### config.mk
export PLATFORM = sky130hd
export DESIGN_NAME = ulc_usb_link_cfg
export DESIGN_NICKNAME = d
export VERILOG_FILES = /design/src/ulc_pkg.sv /design/src/ulc_sync2.sv /design/src/ulc_usb_link_cfg.sv
export SDC_FILE = /design/constraint.sdc
export NUM_CORES = 1
export LEC_CHECK = 0
export BUFFER_PORTS_ARGS = -buffer_cell sky130_fd_sc_hd__buf_2
export CAP_MARGIN = 25
export CORE_AREA = 2 2 97 99
export CTS_CLUSTER_DIAMETER = 80
export DETAILED_ROUTE_END_ITERATION = 8
export DIE_AREA = 0 0 99 101
export HOLD_SLACK_MARGIN = 0.15
export MAX_ROUTING_LAYER = met4
export PLACE_DENSITY = 0.68
export REMOVE_ABC_BUFFERS = 1
export SLEW_MARGIN = 20
export SYNTH_ARGS = -nofsm -noshare
export SYNTH_HDL_FRONTEND = slang
export SYNTH_SLANG_ARGS = --single-unit
### constraint.sdc
create_clock -name sys_clk_i -period 2.9 [get_ports sys_clk_i]
set_input_delay 0.58 -clock sys_clk_i [delete_from_list [all_inputs] [get_ports sys_clk_i]]
set_output_delay 0.58 -clock sys_clk_i [all_outputs]
set_load 0.02 [all_outputs]
### src/ulc_pkg.sv
package ulc_pkg;

  // register port
  localparam int unsigned REG_ADDR_W  = 12;
  localparam logic [11:0] CFG0_OFFSET = 12'h080;
  localparam logic [11:0] STAT_OFFSET = 12'h084;

  // configuration word field positions
  localparam int unsigned RSV_POS   = 31;
  localparam int unsigned LPM_POS   = 30;
  localparam int unsigned SUSP_POS  = 29;
  localparam int unsigned THR_LSB   = 24;
  localparam int unsigned THR_W     = 5;
  localparam int unsigned IN_LSB    = 20;
  localparam int unsigned OUT_LSB   = 16;
  localparam int unsigned BURST_W   = 4;
  localparam int unsigned SPEED_LSB = 13;
  localparam int unsigned SPEED_W   = 3;
  localparam int unsigned OVL_POS   = 12;

  // status word field positions
  localparam int unsigned STAT_DEEP_POS  = 0;
  localparam int unsigned STAT_SLEEP_POS = 1;
  localparam int unsigned STAT_SUSPN_POS = 2;
  localparam int unsigned STAT_WAIT_POS  = 3;
  localparam int unsigned STAT_SPOK_POS  = 4;

  // connect speed codes
  localparam logic [2:0] SPEED_SS = 3'h4;
  localparam logic [2:0] SPEED_HS = 3'h0;
  localparam logic [2:0] SPEED_FS = 3'h1;

  // resume threshold signalling time, microseconds
  localparam logic [10:0] THR_BASE_US = 11'h032;
  localparam logic [10:0] THR_STEP_US = 11'h04B;

  // reset values
  localparam logic       RST_LPM   = 1'b0;
  localparam logic       RST_SUSP  = 1'b0;
  localparam logic [4:0] RST_THR   = 5'h00;
  localparam logic [3:0] RST_IN    = 4'h0;
  localparam logic [3:0] RST_OUT   = 4'h0;
  localparam logic [2:0] RST_SPEED = SPEED_SS;
  localparam logic       RST_OVL   = 1'b0;

  typedef enum logic [0:0] {
    EXIT_IDLE,
    EXIT_WAIT
  } ulc_exit_e;

  typedef struct packed {
    logic       power_mgmt_capability_en;
    logic       suspend_allow;
    logic [4:0] l1_resume_duration_threshold;
    logic [3:0] in_endpoint_burst_limit;
    logic [3:0] out_endpoint_burst_limit;
    logic [2:0] connect_speed_select;
    logic       exit_overlap_check_en;
  } ulc_cfg_s;

  typedef struct packed {
    logic       suspend_cond;
    logic       partner_lfps;
    logic       l1_active;
    logic [3:0] host_resume_duration_value;
    logic       ux_exit_start;
    logic       partner_ts;
  } ulc_link_in_s;

  typedef struct packed {
    logic suspend_n;
    logic deep_low_power;
    logic utmi_sleep;
  } ulc_phy_s;

  typedef struct packed {
    logic        lfps_handshake_done;
    logic        speed_ss;
    logic        speed_hs;
    logic        speed_fs;
    logic        speed_valid;
    logic [4:0]  in_packets;
    logic [4:0]  out_packets;
    logic [10:0] thr_time_us;
  } ulc_link_out_s;

  typedef struct packed {
    ulc_cfg_s      cfg;
    ulc_phy_s      phy;
    ulc_link_out_s lnk;
    ulc_exit_e     exit_st;
    logic [31:0]   rdata;
  } ulc_state_s;

  localparam ulc_cfg_s CFG_RST = '{RST_LPM, RST_SUSP, RST_THR, RST_IN, RST_OUT, RST_SPEED, RST_OVL};
  localparam ulc_phy_s PHY_RST = '{1'b1, 1'b0, 1'b0};
  localparam ulc_link_out_s LNK_RST = '{1'b0, 1'b1, 1'b0, 1'b0, 1'b1, 5'h01, 5'h01, THR_BASE_US};
  localparam ulc_state_s ST_RST = '{CFG_RST, PHY_RST, LNK_RST, EXIT_IDLE, 32'h00000000};

endpackage

### src/ulc_sync2.sv
`timescale 1ns/1ps
module ulc_sync2 #(
  parameter int unsigned WIDTH = 2
) (
  // clock and reset
  input  wire logic             sys_clk_i,
  input  wire logic             rst_n_i,
  // asynchronous levels in, synchronised levels out
  input  wire logic [WIDTH-1:0] async_i,
  output logic      [WIDTH-1:0] sync_o
);

  typedef struct packed {
    logic [WIDTH-1:0] stage1;
    logic [WIDTH-1:0] stage2;
  } ulc_sync_s;

  ulc_sync_s st_reg;
  ulc_sync_s st_next;

  // stage1 feeds only stage2
  always_comb begin
    st_next.stage1 = async_i;
    st_next.stage2 = st_reg.stage1;
  end

  always_ff @(posedge sys_clk_i) begin
    if (!rst_n_i) begin
      st_reg <= '0;
    end else begin
      st_reg <= st_next;
    end
  end

  assign sync_o = st_reg.stage2;

endmodule

### src/ulc_usb_link_cfg.sv
`timescale 1ns/1ps
// Behaviour
// - link power management capability output follows config bit 30.
// - suspend indicator stays deasserted while suspend_allow is zero.
// - in L1, deep low-power when resume value >= threshold[3:0] and threshold[4] set.
// - in L1, UTMI sleep when resume value below threshold or threshold[4] clear.
// - threshold time is 50 us plus 75 us per step of threshold[3:0]; threshold[4] does not add to it.
// - bulk-in burst limit in bits 23:20, packets minus one.
// - bulk-out burst limit in bits 19:16, packets minus one.
// - speed field 15:13: 100 super, 000 high, 001 full; resets to 100.
// - with overlap check on, U-state exit waits for partner LFPS or TS symbols.
// - with overlap check off, U-state exit completes without LFPS overlap.
module ulc_usb_link_cfg
  import ulc_pkg::*;
(
  // clock and reset
  input  wire logic                  sys_clk_i,
  input  wire logic                  rst_n_i,
  // register port
  input  wire logic [REG_ADDR_W-1:0] reg_addr_i,
  input  wire logic [31:0]           reg_wdata_i,
  input  wire logic                  reg_wr_i,
  input  wire logic                  reg_rd_i,
  output logic      [31:0]           reg_rdata_o,
  // link and phy side
  input  wire ulc_link_in_s          link_i,
  output ulc_cfg_s                   cfg_o,
  output ulc_phy_s                   phy_o,
  output ulc_link_out_s              link_o
);

  ulc_state_s st_reg;
  ulc_state_s st_next;
  logic [1:0] pin_sync;
  logic       susp_cond_s;
  logic       lfps_s;
  logic       deep_ok;
  logic [4:0] thr;
  logic       wr_cfg;

  function automatic logic [31:0] cfg_to_word(input ulc_cfg_s c);
    logic [31:0] w;
    w                               = 32'h00000000;
    w[LPM_POS]                      = c.power_mgmt_capability_en;
    w[SUSP_POS]                     = c.suspend_allow;
    w[THR_LSB +: THR_W]             = c.l1_resume_duration_threshold;
    w[IN_LSB +: BURST_W]            = c.in_endpoint_burst_limit;
    w[OUT_LSB +: BURST_W]           = c.out_endpoint_burst_limit;
    w[SPEED_LSB +: SPEED_W]         = c.connect_speed_select;
    w[OVL_POS]                      = c.exit_overlap_check_en;
    w[RSV_POS]                      = 1'b0;
    return w;
  endfunction

  function automatic ulc_cfg_s word_to_cfg(input logic [31:0] w);
    ulc_cfg_s c;
    c.power_mgmt_capability_en     = w[LPM_POS];
    c.suspend_allow                = w[SUSP_POS];
    c.l1_resume_duration_threshold = w[THR_LSB +: THR_W];
    c.in_endpoint_burst_limit      = w[IN_LSB +: BURST_W];
    c.out_endpoint_burst_limit     = w[OUT_LSB +: BURST_W];
    c.connect_speed_select         = w[SPEED_LSB +: SPEED_W];
    c.exit_overlap_check_en        = w[OVL_POS];
    return c;
  endfunction

  function automatic logic deep_allowed(input logic [4:0] t, input logic [3:0] resume_val);
    return t[4] & (resume_val >= t[3:0]);
  endfunction

  // suspend condition and partner lfps come from the analog front end
  ulc_sync2 #(
    .WIDTH (2)
  ) u_pin_sync (
    .sys_clk_i (sys_clk_i),
    .rst_n_i   (rst_n_i),
    .async_i   ({link_i.partner_lfps, link_i.suspend_cond}),
    .sync_o    (pin_sync)
  );

  assign susp_cond_s = pin_sync[0];
  assign lfps_s      = pin_sync[1];
  assign thr         = st_reg.cfg.l1_resume_duration_threshold;
  assign wr_cfg      = reg_wr_i && (reg_addr_i == CFG0_OFFSET);

  always_comb begin
    st_next                         = st_reg;
    st_next.rdata                   = 32'h00000000;
    st_next.lnk.lfps_handshake_done = 1'b0;
    deep_ok                         = deep_allowed(thr, link_i.host_resume_duration_value);

    // register writes; bit 31 and bits 11:0 are dropped
    if (wr_cfg) begin
      st_next.cfg = word_to_cfg(reg_wdata_i);
    end

    // read data stands only in the cycle after the strobe
    if (reg_rd_i) begin
      if (reg_addr_i == CFG0_OFFSET) begin
        st_next.rdata = cfg_to_word(st_reg.cfg);
      end else if (reg_addr_i == STAT_OFFSET) begin
        st_next.rdata[STAT_DEEP_POS]  = st_reg.phy.deep_low_power;
        st_next.rdata[STAT_SLEEP_POS] = st_reg.phy.utmi_sleep;
        st_next.rdata[STAT_SUSPN_POS] = st_reg.phy.suspend_n;
        st_next.rdata[STAT_WAIT_POS]  = (st_reg.exit_st == EXIT_WAIT);
        st_next.rdata[STAT_SPOK_POS]  = st_reg.lnk.speed_valid;
      end
    end

    // suspend indicator is active low
    st_next.phy.suspend_n      = ~(st_reg.cfg.suspend_allow & susp_cond_s);
    st_next.phy.deep_low_power = link_i.l1_active & deep_ok;
    st_next.phy.utmi_sleep     = link_i.l1_active & ~deep_ok;

    // derived link settings
    st_next.lnk.thr_time_us = THR_BASE_US + THR_STEP_US * {7'h00, thr[3:0]};
    st_next.lnk.in_packets  = {1'b0, st_reg.cfg.in_endpoint_burst_limit} + 5'h01;
    st_next.lnk.out_packets = {1'b0, st_reg.cfg.out_endpoint_burst_limit} + 5'h01;
    st_next.lnk.speed_ss    = (st_reg.cfg.connect_speed_select == SPEED_SS);
    st_next.lnk.speed_hs    = (st_reg.cfg.connect_speed_select == SPEED_HS);
    st_next.lnk.speed_fs    = (st_reg.cfg.connect_speed_select == SPEED_FS);
    st_next.lnk.speed_valid = st_next.lnk.speed_ss | st_next.lnk.speed_hs | st_next.lnk.speed_fs;

    // low-power exit handshake
    unique case (st_reg.exit_st)
      EXIT_IDLE: begin
        if (link_i.ux_exit_start) begin
          if (st_reg.cfg.exit_overlap_check_en) begin
            st_next.exit_st = EXIT_WAIT;
          end else begin
            st_next.lnk.lfps_handshake_done = 1'b1;
          end
        end
      end
      EXIT_WAIT: begin
        if (lfps_s || link_i.partner_ts) begin
          st_next.lnk.lfps_handshake_done = 1'b1;
          st_next.exit_st                 = EXIT_IDLE;
        end
      end
    endcase
  end

  always_ff @(posedge sys_clk_i) begin
    if (!rst_n_i) begin
      st_reg <= ST_RST;
    end else begin
      st_reg <= st_next;
    end
  end

  assign reg_rdata_o = st_reg.rdata;
  assign cfg_o       = st_reg.cfg;
  assign phy_o       = st_reg.phy;
  assign link_o      = st_reg.lnk;

  // capability bit lands on the output one edge after the write
  AST_LPM_FOLLOWS_WRITE: assert property (
    @(posedge sys_clk_i) disable iff (!rst_n_i)
    wr_cfg |=> (cfg_o.power_mgmt_capability_en == $past(reg_wdata_i[LPM_POS]))
  ) else $error("capability bit does not follow the write");

  AST_LPM_HOLDS: assert property (
    @(posedge sys_clk_i) disable iff (!rst_n_i)
    !wr_cfg |=> $stable(cfg_o.power_mgmt_capability_en)
  ) else $error("capability bit changed without a write");

  AST_SUSPEND_BLOCKED: assert property (
    @(posedge sys_clk_i) disable iff (!rst_n_i)
    !st_reg.cfg.suspend_allow |=> phy_o.suspend_n
  ) else $error("suspend asserted while not allowed");

  AST_SUSPEND_ENTERS: assert property (
    @(posedge sys_clk_i) disable iff (!rst_n_i)
    (st_reg.cfg.suspend_allow && susp_cond_s) |=> !phy_o.suspend_n
  ) else $error("suspend not entered although allowed");

  AST_DEEP_ENTRY: assert property (
    @(posedge sys_clk_i) disable iff (!rst_n_i)
    (link_i.l1_active && thr[4] && (link_i.host_resume_duration_value >= thr[3:0]))
      |=> (phy_o.deep_low_power && !phy_o.utmi_sleep)
  ) else $error("deep low-power not chosen in L1");

  AST_SLEEP_ENTRY: assert property (
    @(posedge sys_clk_i) disable iff (!rst_n_i)
    (link_i.l1_active && (!thr[4] || (link_i.host_resume_duration_value < thr[3:0])))
      |=> (phy_o.utmi_sleep && !phy_o.deep_low_power)
  ) else $error("utmi sleep not chosen in L1");

  AST_NO_LOW_POWER_OUTSIDE_L1: assert property (
    @(posedge sys_clk_i) disable iff (!rst_n_i)
    !link_i.l1_active |=> !(phy_o.utmi_sleep || phy_o.deep_low_power)
  ) else $error("low-power mode outside L1");

  AST_THR_TIME: assert property (
    @(posedge sys_clk_i) disable iff (!rst_n_i)
    ##1 (link_o.thr_time_us == (11'd50 + 11'd75 * {7'h00, $past(thr[3:0])}))
  ) else $error("threshold time is not 50 us plus 75 us per step");

  AST_IN_PACKETS: assert property (
    @(posedge sys_clk_i) disable iff (!rst_n_i)
    wr_cfg |=> ##1 (link_o.in_packets == {1'b0, $past(reg_wdata_i[23:20], 2)} + 5'h01)
  ) else $error("bulk-in packet count wrong");

  AST_OUT_PACKETS: assert property (
    @(posedge sys_clk_i) disable iff (!rst_n_i)
    wr_cfg |=> ##1 (link_o.out_packets == {1'b0, $past(reg_wdata_i[19:16], 2)} + 5'h01)
  ) else $error("bulk-out packet count wrong");

  AST_SPEED_RESET: assert property (
    @(posedge sys_clk_i)
    !rst_n_i |=> (cfg_o.connect_speed_select == 3'b100) && link_o.speed_ss
  ) else $error("speed field does not reset to super speed");

  AST_SPEED_DECODE: assert property (
    @(posedge sys_clk_i) disable iff (!rst_n_i)
    ##1 ((link_o.speed_hs == ($past(cfg_o.connect_speed_select) == 3'b000))
      && (link_o.speed_fs == ($past(cfg_o.connect_speed_select) == 3'b001)))
  ) else $error("speed decode wrong");

  AST_OVERLAP_WAIT: assert property (
    @(posedge sys_clk_i) disable iff (!rst_n_i)
    (st_reg.exit_st == EXIT_WAIT && !lfps_s && !link_i.partner_ts)
      |=> (!link_o.lfps_handshake_done && st_reg.exit_st == EXIT_WAIT)
  ) else $error("handshake completed without partner lfps or ts");

  AST_OVERLAP_SEEN: assert property (
    @(posedge sys_clk_i) disable iff (!rst_n_i)
    (st_reg.exit_st == EXIT_WAIT && (lfps_s || link_i.partner_ts))
      |=> (link_o.lfps_handshake_done && st_reg.exit_st == EXIT_IDLE)
  ) else $error("handshake not completed after partner symbols");

  AST_NO_OVERLAP: assert property (
    @(posedge sys_clk_i) disable iff (!rst_n_i)
    (st_reg.exit_st == EXIT_IDLE && link_i.ux_exit_start && !st_reg.cfg.exit_overlap_check_en)
      |=> (link_o.lfps_handshake_done ##1 (!link_o.lfps_handshake_done || $past(link_i.ux_exit_start)))
  ) else $error("exit without overlap check did not complete at once");

  AST_RESERVED_ZERO: assert property (
    @(posedge sys_clk_i) disable iff (!rst_n_i)
    $past(reg_rd_i && reg_addr_i == CFG0_OFFSET)
      |-> (reg_rdata_o[31] == 1'b0 && reg_rdata_o[11:0] == 12'h000)
  ) else $error("reserved bits read nonzero");

  AST_READ_ONE_CYCLE: assert property (
    @(posedge sys_clk_i) disable iff (!rst_n_i)
    !reg_rd_i |=> (reg_rdata_o == 32'h00000000)
  ) else $error("read data outside its cycle");

  AST_DONE_HAS_CAUSE: assert property (
    @(posedge sys_clk_i) disable iff (!rst_n_i)
    link_o.lfps_handshake_done
      |-> $past((st_reg.exit_st == EXIT_WAIT && (lfps_s || link_i.partner_ts))
      || (st_reg.exit_st == EXIT_IDLE && link_i.ux_exit_start && !st_reg.cfg.exit_overlap_check_en))
  ) else $error("handshake done without a cause");

  AST_WAIT_ENTRY: assert property (
    @(posedge sys_clk_i) disable iff (!rst_n_i)
    (st_reg.exit_st == EXIT_IDLE && link_i.ux_exit_start && st_reg.cfg.exit_overlap_check_en)
      |=> (st_reg.exit_st == EXIT_WAIT && !link_o.lfps_handshake_done)
  ) else $error("exit with overlap check did not wait");

  AST_NO_WAIT_WITHOUT_CHECK: assert property (
    @(posedge sys_clk_i) disable iff (!rst_n_i)
    (st_reg.exit_st == EXIT_IDLE && link_i.ux_exit_start && !st_reg.cfg.exit_overlap_check_en)
      |=> (st_reg.exit_st == EXIT_IDLE)
  ) else $error("exit without overlap check entered the wait");

  AST_DONE_ONE_CYCLE: assert property (
    @(posedge sys_clk_i) disable iff (!rst_n_i)
    (link_o.lfps_handshake_done && !link_i.ux_exit_start) |=> !link_o.lfps_handshake_done
  ) else $error("handshake done longer than one cycle");

  AST_CFG_FOLLOWS_WRITE: assert property (
    @(posedge sys_clk_i) disable iff (!rst_n_i)
    wr_cfg |=> (cfg_o == $past(reg_wdata_i[30:12]))
  ) else $error("config fields do not follow the write");

  AST_CFG_HOLDS: assert property (
    @(posedge sys_clk_i) disable iff (!rst_n_i)
    !wr_cfg |=> $stable(cfg_o)
  ) else $error("config fields changed without a write");

  AST_CFG_RESET: assert property (
    @(posedge sys_clk_i)
    !rst_n_i |=> (cfg_o == CFG_RST)
  ) else $error("config fields not at reset value");

  AST_PHY_RESET: assert property (
    @(posedge sys_clk_i)
    !rst_n_i |=> (phy_o.suspend_n && !phy_o.deep_low_power && !phy_o.utmi_sleep)
  ) else $error("phy controls not idle after reset");

  AST_IN_PACKETS_LEVEL: assert property (
    @(posedge sys_clk_i) disable iff (!rst_n_i)
    ##1 (link_o.in_packets == {1'b0, $past(cfg_o.in_endpoint_burst_limit)} + 5'h01)
  ) else $error("bulk-in packet count does not track the field");

  AST_OUT_PACKETS_LEVEL: assert property (
    @(posedge sys_clk_i) disable iff (!rst_n_i)
    ##1 (link_o.out_packets == {1'b0, $past(cfg_o.out_endpoint_burst_limit)} + 5'h01)
  ) else $error("bulk-out packet count does not track the field");

  AST_THR_AFTER_WRITE: assert property (
    @(posedge sys_clk_i) disable iff (!rst_n_i)
    wr_cfg |=> ##1 (link_o.thr_time_us == 11'h032 + 11'h04B * {7'h00, $past(reg_wdata_i[27:24], 2)})
  ) else $error("threshold time wrong after a write");

  AST_SPEED_SS: assert property (
    @(posedge sys_clk_i) disable iff (!rst_n_i)
    ##1 (link_o.speed_ss == ($past(cfg_o.connect_speed_select) == 3'b100))
  ) else $error("super speed decode wrong");

  AST_SPEED_VALID: assert property (
    @(posedge sys_clk_i) disable iff (!rst_n_i)
    ##1 (link_o.speed_valid == ($past(cfg_o.connect_speed_select) inside {3'b100, 3'b000, 3'b001}))
  ) else $error("speed valid flag wrong");

  AST_SPEED_ONEHOT: assert property (
    @(posedge sys_clk_i) disable iff (!rst_n_i)
    $onehot0({link_o.speed_ss, link_o.speed_hs, link_o.speed_fs})
  ) else $error("more than one speed selected");

  AST_DEEP_SLEEP_EXCL: assert property (
    @(posedge sys_clk_i) disable iff (!rst_n_i)
    !(phy_o.deep_low_power && phy_o.utmi_sleep)
  ) else $error("deep low-power and sleep at once");

  AST_SUSPEND_IDLE: assert property (
    @(posedge sys_clk_i) disable iff (!rst_n_i)
    !susp_cond_s |=> phy_o.suspend_n
  ) else $error("suspend asserted without suspend conditions");

  AST_SUSPEND_WRITE_OFF: assert property (
    @(posedge sys_clk_i) disable iff (!rst_n_i)
    (wr_cfg && !reg_wdata_i[SUSP_POS]) |=> ##1 phy_o.suspend_n
  ) else $error("suspend asserted after it was disallowed");

  AST_STAT_PHY: assert property (
    @(posedge sys_clk_i) disable iff (!rst_n_i)
    $past(reg_rd_i && reg_addr_i == STAT_OFFSET)
      |-> (reg_rdata_o[2:0] == $past({phy_o.suspend_n, phy_o.utmi_sleep, phy_o.deep_low_power}))
  ) else $error("status does not mirror the phy controls");

  AST_STAT_UPPER: assert property (
    @(posedge sys_clk_i) disable iff (!rst_n_i)
    $past(reg_rd_i && reg_addr_i == STAT_OFFSET) |-> (reg_rdata_o[31:5] == 27'h0000000)
  ) else $error("unused status bits read nonzero");

  AST_UNMAPPED_READ: assert property (
    @(posedge sys_clk_i) disable iff (!rst_n_i)
    $past(reg_rd_i && reg_addr_i != CFG0_OFFSET && reg_addr_i != STAT_OFFSET)
      |-> (reg_rdata_o == 32'h00000000)
  ) else $error("unmapped read returned data");

endmodule

# Word level (Yosys, flattened, before mapping)
# Cells that the tools add are included.
[op_classes] reduce_logical=6 n_lt_le_gt_ge=1 bitwise=12 add_sub_neg=3 eq_ne=4 mux=8 mul=1
[ops] op="== test 12 x 8 -> 1 bit, second input constant" n=2
[ops] op="adder 6 x 11 -> 11 bit, first input constant" n=1
[ops] op="multiplier 7 x 4 -> 11 bit, first input constant" n=1
[ops] op="adder 4 x 1 -> 5 bit, second input constant" n=2
[ops] op="two-way mux 1 bit" n=6
[ops] op="NOT 1 bit" n=6
[ops] op="bitwise AND 1 bit" n=4
[ops] op=">= comparator 4 bit" n=1
[ops] op="one-hot mux 1 bit (2 select lines)" n=2
[ops] op="OR reduction 4 bit" n=1
[ops] op="== test 3 x 1 -> 1 bit, second input constant" n=1
[ops] op="== test 3 bit, second input constant" n=1
[ops] op="logical NOT 3 bit" n=1
[ops] op="AND reduction 3 bit" n=1
[ops] op="bitwise OR 1 bit" n=2
[ops] op="AND reduction 2 bit" n=1
[ops] op="logical AND 1 bit" n=1
[ops] op="logical OR 1 bit" n=1
[totals] ff_bits=85 output_inout_bits=80 elab_cells=59 inputBits=57

# Longest topological paths before layout
[logic_depth] depth_word=4 ltp_mapped=11 depth_no_buf=11

# Hierarchy
# A second synthesis with hierarchy kept.
[unflattened] hier_cells=374 hier_area_um2=3609.7
[by_module_without_submodules] module="ulc_usb_link_cfg" cells_each=366 instances=1 seq_area_each_um2=1461.4 area_each_um2=3504.6
[by_module_without_submodules] module="ulc_sync2" cells_each=8 instances=1 seq_area_each_um2=80.1 area_each_um2=105.1

# Least setup slack after synthesis
# Ideal clock, no wire load.
[synth_path] kind="reg2reg" startpoint="register st_reg (netlist bit thr[2])" endpoint="register st_reg (netlist bit link_o[8])" arrival_ns=2.541 synth_period_minus_slack_ns=2.656 setup_time_ns=0.115 path_stages_with_launch=11 t_required_ns=2.785 n_path_buf=0 path_slack_ns=0.244 path_cell_list="dfxtp_1 -> inv_1 -> ha_1 -> inv_1 -> fa_1 -> inv_1 -> fa_1 -> nand3b_1 -> a22oi_1 -> xor2_1 -> and2_1"
[synth_between] elab_chain_cells=2
[synth_rtl] element="start, declared" line="ulc_usb_link_cfg.sv:32" text="ulc_state_s st_reg;"
[synth_rtl] element="start signal, assigned" line="ulc_usb_link_cfg.sv:148" text="st_reg <= st_next;"
[synth_rtl] element="multiplier 7 x 4 -> 11 bit" line="ulc_usb_link_cfg.sv:116" text="st_next.lnk.thr_time_us = THR_BASE_US + THR_STEP_US * {7'h00, thr[3:0]};"
[synth_rtl] element="adder 6 x 11 -> 11 bit" line="ulc_usb_link_cfg.sv:116"
# Every way passes these cells.
# A chain may end at the register's enable or synchronous reset.

# Final worst setup path
# Ends and elaborated chain as after synthesis.

==> impl_metrics.env <==
export IMPL_status="completed"
export IMPL_clkTransAtPathRegs_ns=0.09
export IMPL_root_buffer="clkbuf_8"
export IMPL_min_to="phy_o[2]"
export IMPL_num_rows=35
export IMPL_cts_sinks=77
export IMPL_netSwitchingFraction=0.2466
export IMPL_final_util=0.4369
export IMPL_ys_warn_count=0
export IMPL_drive_gt1_frac=0.3700
export IMPL_ctsResizeCount=0
export IMPL_p_total_mw=1.880
export IMPL_cts_setup_buffers=0
export IMPL_worst_pin_slew_ns=0.5717
export IMPL_ant_nets=0
export IMPL_layout_setup_ws_ns=0.2801
export IMPL_io_buffers=115
export IMPL_largest_reg_flops=26
export IMPL_io_pins=137
export IMPL_hold_slack_ns=0.3970
export IMPL_cts_tree="done"
export IMPL_switching_power_mw=0.4637
export IMPL_syn_inst=375
export IMPL_internal_power_mw=1.417
export IMPL_slowest_stage="fa_1"
export IMPL_cts_made_buffers=9
export IMPL_synth_compound_area_frac=0.05265
export IMPL_hold_viol_final=0
export IMPL_grt_use_met1=0.1748
export IMPL_grt_antenna_before_repair=0
export IMPL_p_leak_nw=1.974
export IMPL_dpl_worst_slack_ns=0.3066
export IMPL_core_um2=8977
export IMPL_firstDrtPassIters=4
export IMPL_synth_top_family_by_area="simple AND/OR/NAND/NOR gates"
export IMPL_num_vias=2359
export IMPL_timing_rr_start="thr[2]"
export IMPL_end_kind="flip-flop"
export IMPL_worstHoldStart="u_pin_sync.sync_o[0]"
export IMPL_use_met2=0.2209
export IMPL_dp_hpwl_mm=5.136
export IMPL_synthXorXnorAreaFrac=0.02425
export IMPL_busiest_layer="met2"
export IMPL_dieArea_um2=9999
export IMPL_crit_fanout=2
export IMPL_powerDensity_nw_per_um2=479.3
export IMPL_clkLatencyLatePin_ns=0.34
export IMPL_drv_cap=0
export IMPL_fin_skew_ns=0.008551
export IMPL_instances_no_fill=538
export IMPL_wl_mm=6.767
export IMPL_worst_r2r_endpoint="link_o[8]"
export IMPL_rsz0062_at_grt="false"
export IMPL_ys_flop_type="dfxtp_1"
export IMPL_max_slew_margin=0.6176
export IMPL_die_h_um=101
export IMPL_crit_type="flip-flop to flip-flop"
export IMPL_rrSetupSlack_ns=0.28
export IMPL_setup_viol_count_final=0
export IMPL_hold_path_cell_count=1
export IMPL_grt_use_total=0.1409
export IMPL_power_frac_comb=0.044
export IMPL_yosysSeqAreaShare=0.4267
export IMPL_yosys_area_top_type_share=0.4267
export IMPL_grt_max_degree=44
export IMPL_syn_cell_area_um2=3612
export IMPL_gp_congestion=0.8144
export IMPL_synth_commonest_cells="80 x buf_4, 77 x dfxtp_1, 34 x nand2_1, 23 x ha_1, 22 x and2_1"
export IMPL_setup_tns_ns=0
export IMPL_critical_path_max_stage_delay_ns=0.53
export IMPL_n_antenna_cell=0
export IMPL_met3_usage=0.02774
export IMPL_period_share=0.9034
export IMPL_synth_async_reset_ratio=0
export IMPL_synth_area_leaders="dfxtp_1 43%, buf_4 17%, ha_1 8.0%, and2_1 3.8%, nand2_1 3.5%"
export IMPL_synthToLayoutAreaGrowth_pct=8.590
export IMPL_synth_avg_cell_area_um2=9.633
export IMPL_synthMuxAreaShare=0.005542
export IMPL_synth_cell_types=41
export IMPL_synth_edff_count=0
export IMPL_yosys_area_share_simple=0.1995
export IMPL_drt_initial_drc_count=56
export IMPL_seq_power_share=0.564
export IMPL_cts_buffer_depth=2
export IMPL_grt_first_pass_wirelength_mm=10.70
export IMPL_worst_r2r_cell_count=10
export IMPL_arrival_ns=2.85
export IMPL_layout_nets=505
export IMPL_placed_cells=522
export IMPL_synth_seq_cells=77
export IMPL_synth_most_common_cell="buf_4"
export IMPL_synthAdderAreaFrac=0.09629
export IMPL_drc_errors=0
export IMPL_path_cells="inv_1 -> ha_1 -> inv_1 -> fa_1 -> inv_1 -> fa_1 -> nand3b_1 -> a22oi_1 -> xor2_1 -> and2_1"
export IMPL_cts_hold_buf=0
export IMPL_vias_per_cell=4.385
export IMPL_post_drt_wl_per_cell_um=12.58
export IMPL_die_x_um=99
export IMPL_postPlaceCellArea_um2=3742
export IMPL_first_global_vias=2206
export IMPL_cp_start_kind="flip-flop"
export IMPL_fin_area_um2=3923
export IMPL_globalRouteOverflowTotal=0
export IMPL_min_path_type="flip-flop to flip-flop"
export IMPL_critPathRequiredTime_ns=3.13
export IMPL_p_clk_frac=0.391
export IMPL_cp_common_cell="inv_1"
export IMPL_maxSlewViolCount=0
export IMPL_cts_htree_levels=3
export IMPL_fmax_mhz=381.7
export IMPL_ir_worst_vdd_uv=210.8
export IMPL_synth_area_leader_cell="dfxtp_1"
export IMPL_min_period_ns=2.620
export IMPL_start_util=0.4024
layout make-up:
class	instances	area, µm²
fill	892	5055
sequential	77	1541
multi-input combinational	201	1396
timing repair buffer	121	620.6
tap	111	138.9
clock buffer	9	123.9
clock inverter	7	56.30
inverter	12	45.04
cells in the final DEF (no fill, tap or decap), drive strengths merged, types with 2 or more instances in the layout:
| master | Yosys | final |
|---|---|---|
| ha | 23 | 23 |
| and4 | 2 | 2 |
| xor2 | 6 | 6 |
| buf | 84 | 121 |
| nor3 | 4 | 4 |
| inv | 12 | 15 |
| nand3 | 22 | 22 |
| nor4 | 5 | 5 |
| o21ai | 23 | 23 |
| nand2 | 34 | 34 |
| conb | 1 | 8 |
| clkbuf | 8 | 9 |
| xnor2 | 4 | 4 |
| fa | 3 | 3 |
| nand2b | 3 | 3 |
| clkinv | 0 | 3 |
| a21oi | 3 | 3 |
| nor2b | 3 | 3 |
| and2 | 37 | 37 |
| a21o | 3 | 3 |
| mux2i | 2 | 2 |
| nor2 | 4 | 4 |
| nor4b | 3 | 3 |
| dfxtp | 77 | 77 |
logic make-up after synthesis:
family                     count (synthesis)
muxes                                      2
buffers and inverters                    104
AOI/OAI and AO/OA                         34
other                                      1
and+or+nand+nor                          121
DFF                                       77
adders and majority gates                 26
xor gates and xnor gates                  10
power by group through the flow:
stage	sequential (mW)	clock, mW	combinational [mW]
detailed placement	1.09	0	0.0844
global route	1.06	0.806	0.0930
finish	1.06	0.735	0.0836
CTS	1.06	0.771	0.0847
global placement	1.09	0	0.0831
floorplan	1.09	0	0.0295
routing by layer:
metal,part of all wire,routed length [µm]
met3,0.043,292
met4,0.021,139
met2,0.50,3368
met1,0.44,2967
met5,0,0
worst max-delay path, delay by kind of cell (launching register included):
kind,cells,cell delay [ns]
adders and majority gates,3,1.27
and+or+nand+nor,2,0.37
DFF,1,0.34
AOI/OAI and AO/OA,1,0.26
buffers and inverters,3,0.19
xor gates and xnor gates,1,0.09
how the worst max path moves through the flow:
stage | end | from | depth (start not counted)
2_1_floorplan | link_o[8] | thr[2] | 10
3_3_place_gp | link_o[8] | thr[2] | 10
3_5_place_dp | link_o[8] | thr[2] | 10
4_1_cts | link_o[8] | thr[2] | 10
5_1_grt | link_o[8] | thr[2] | 10
6_report | link_o[8] | thr[2] | 10
Power figures use the tool's default switching activity.
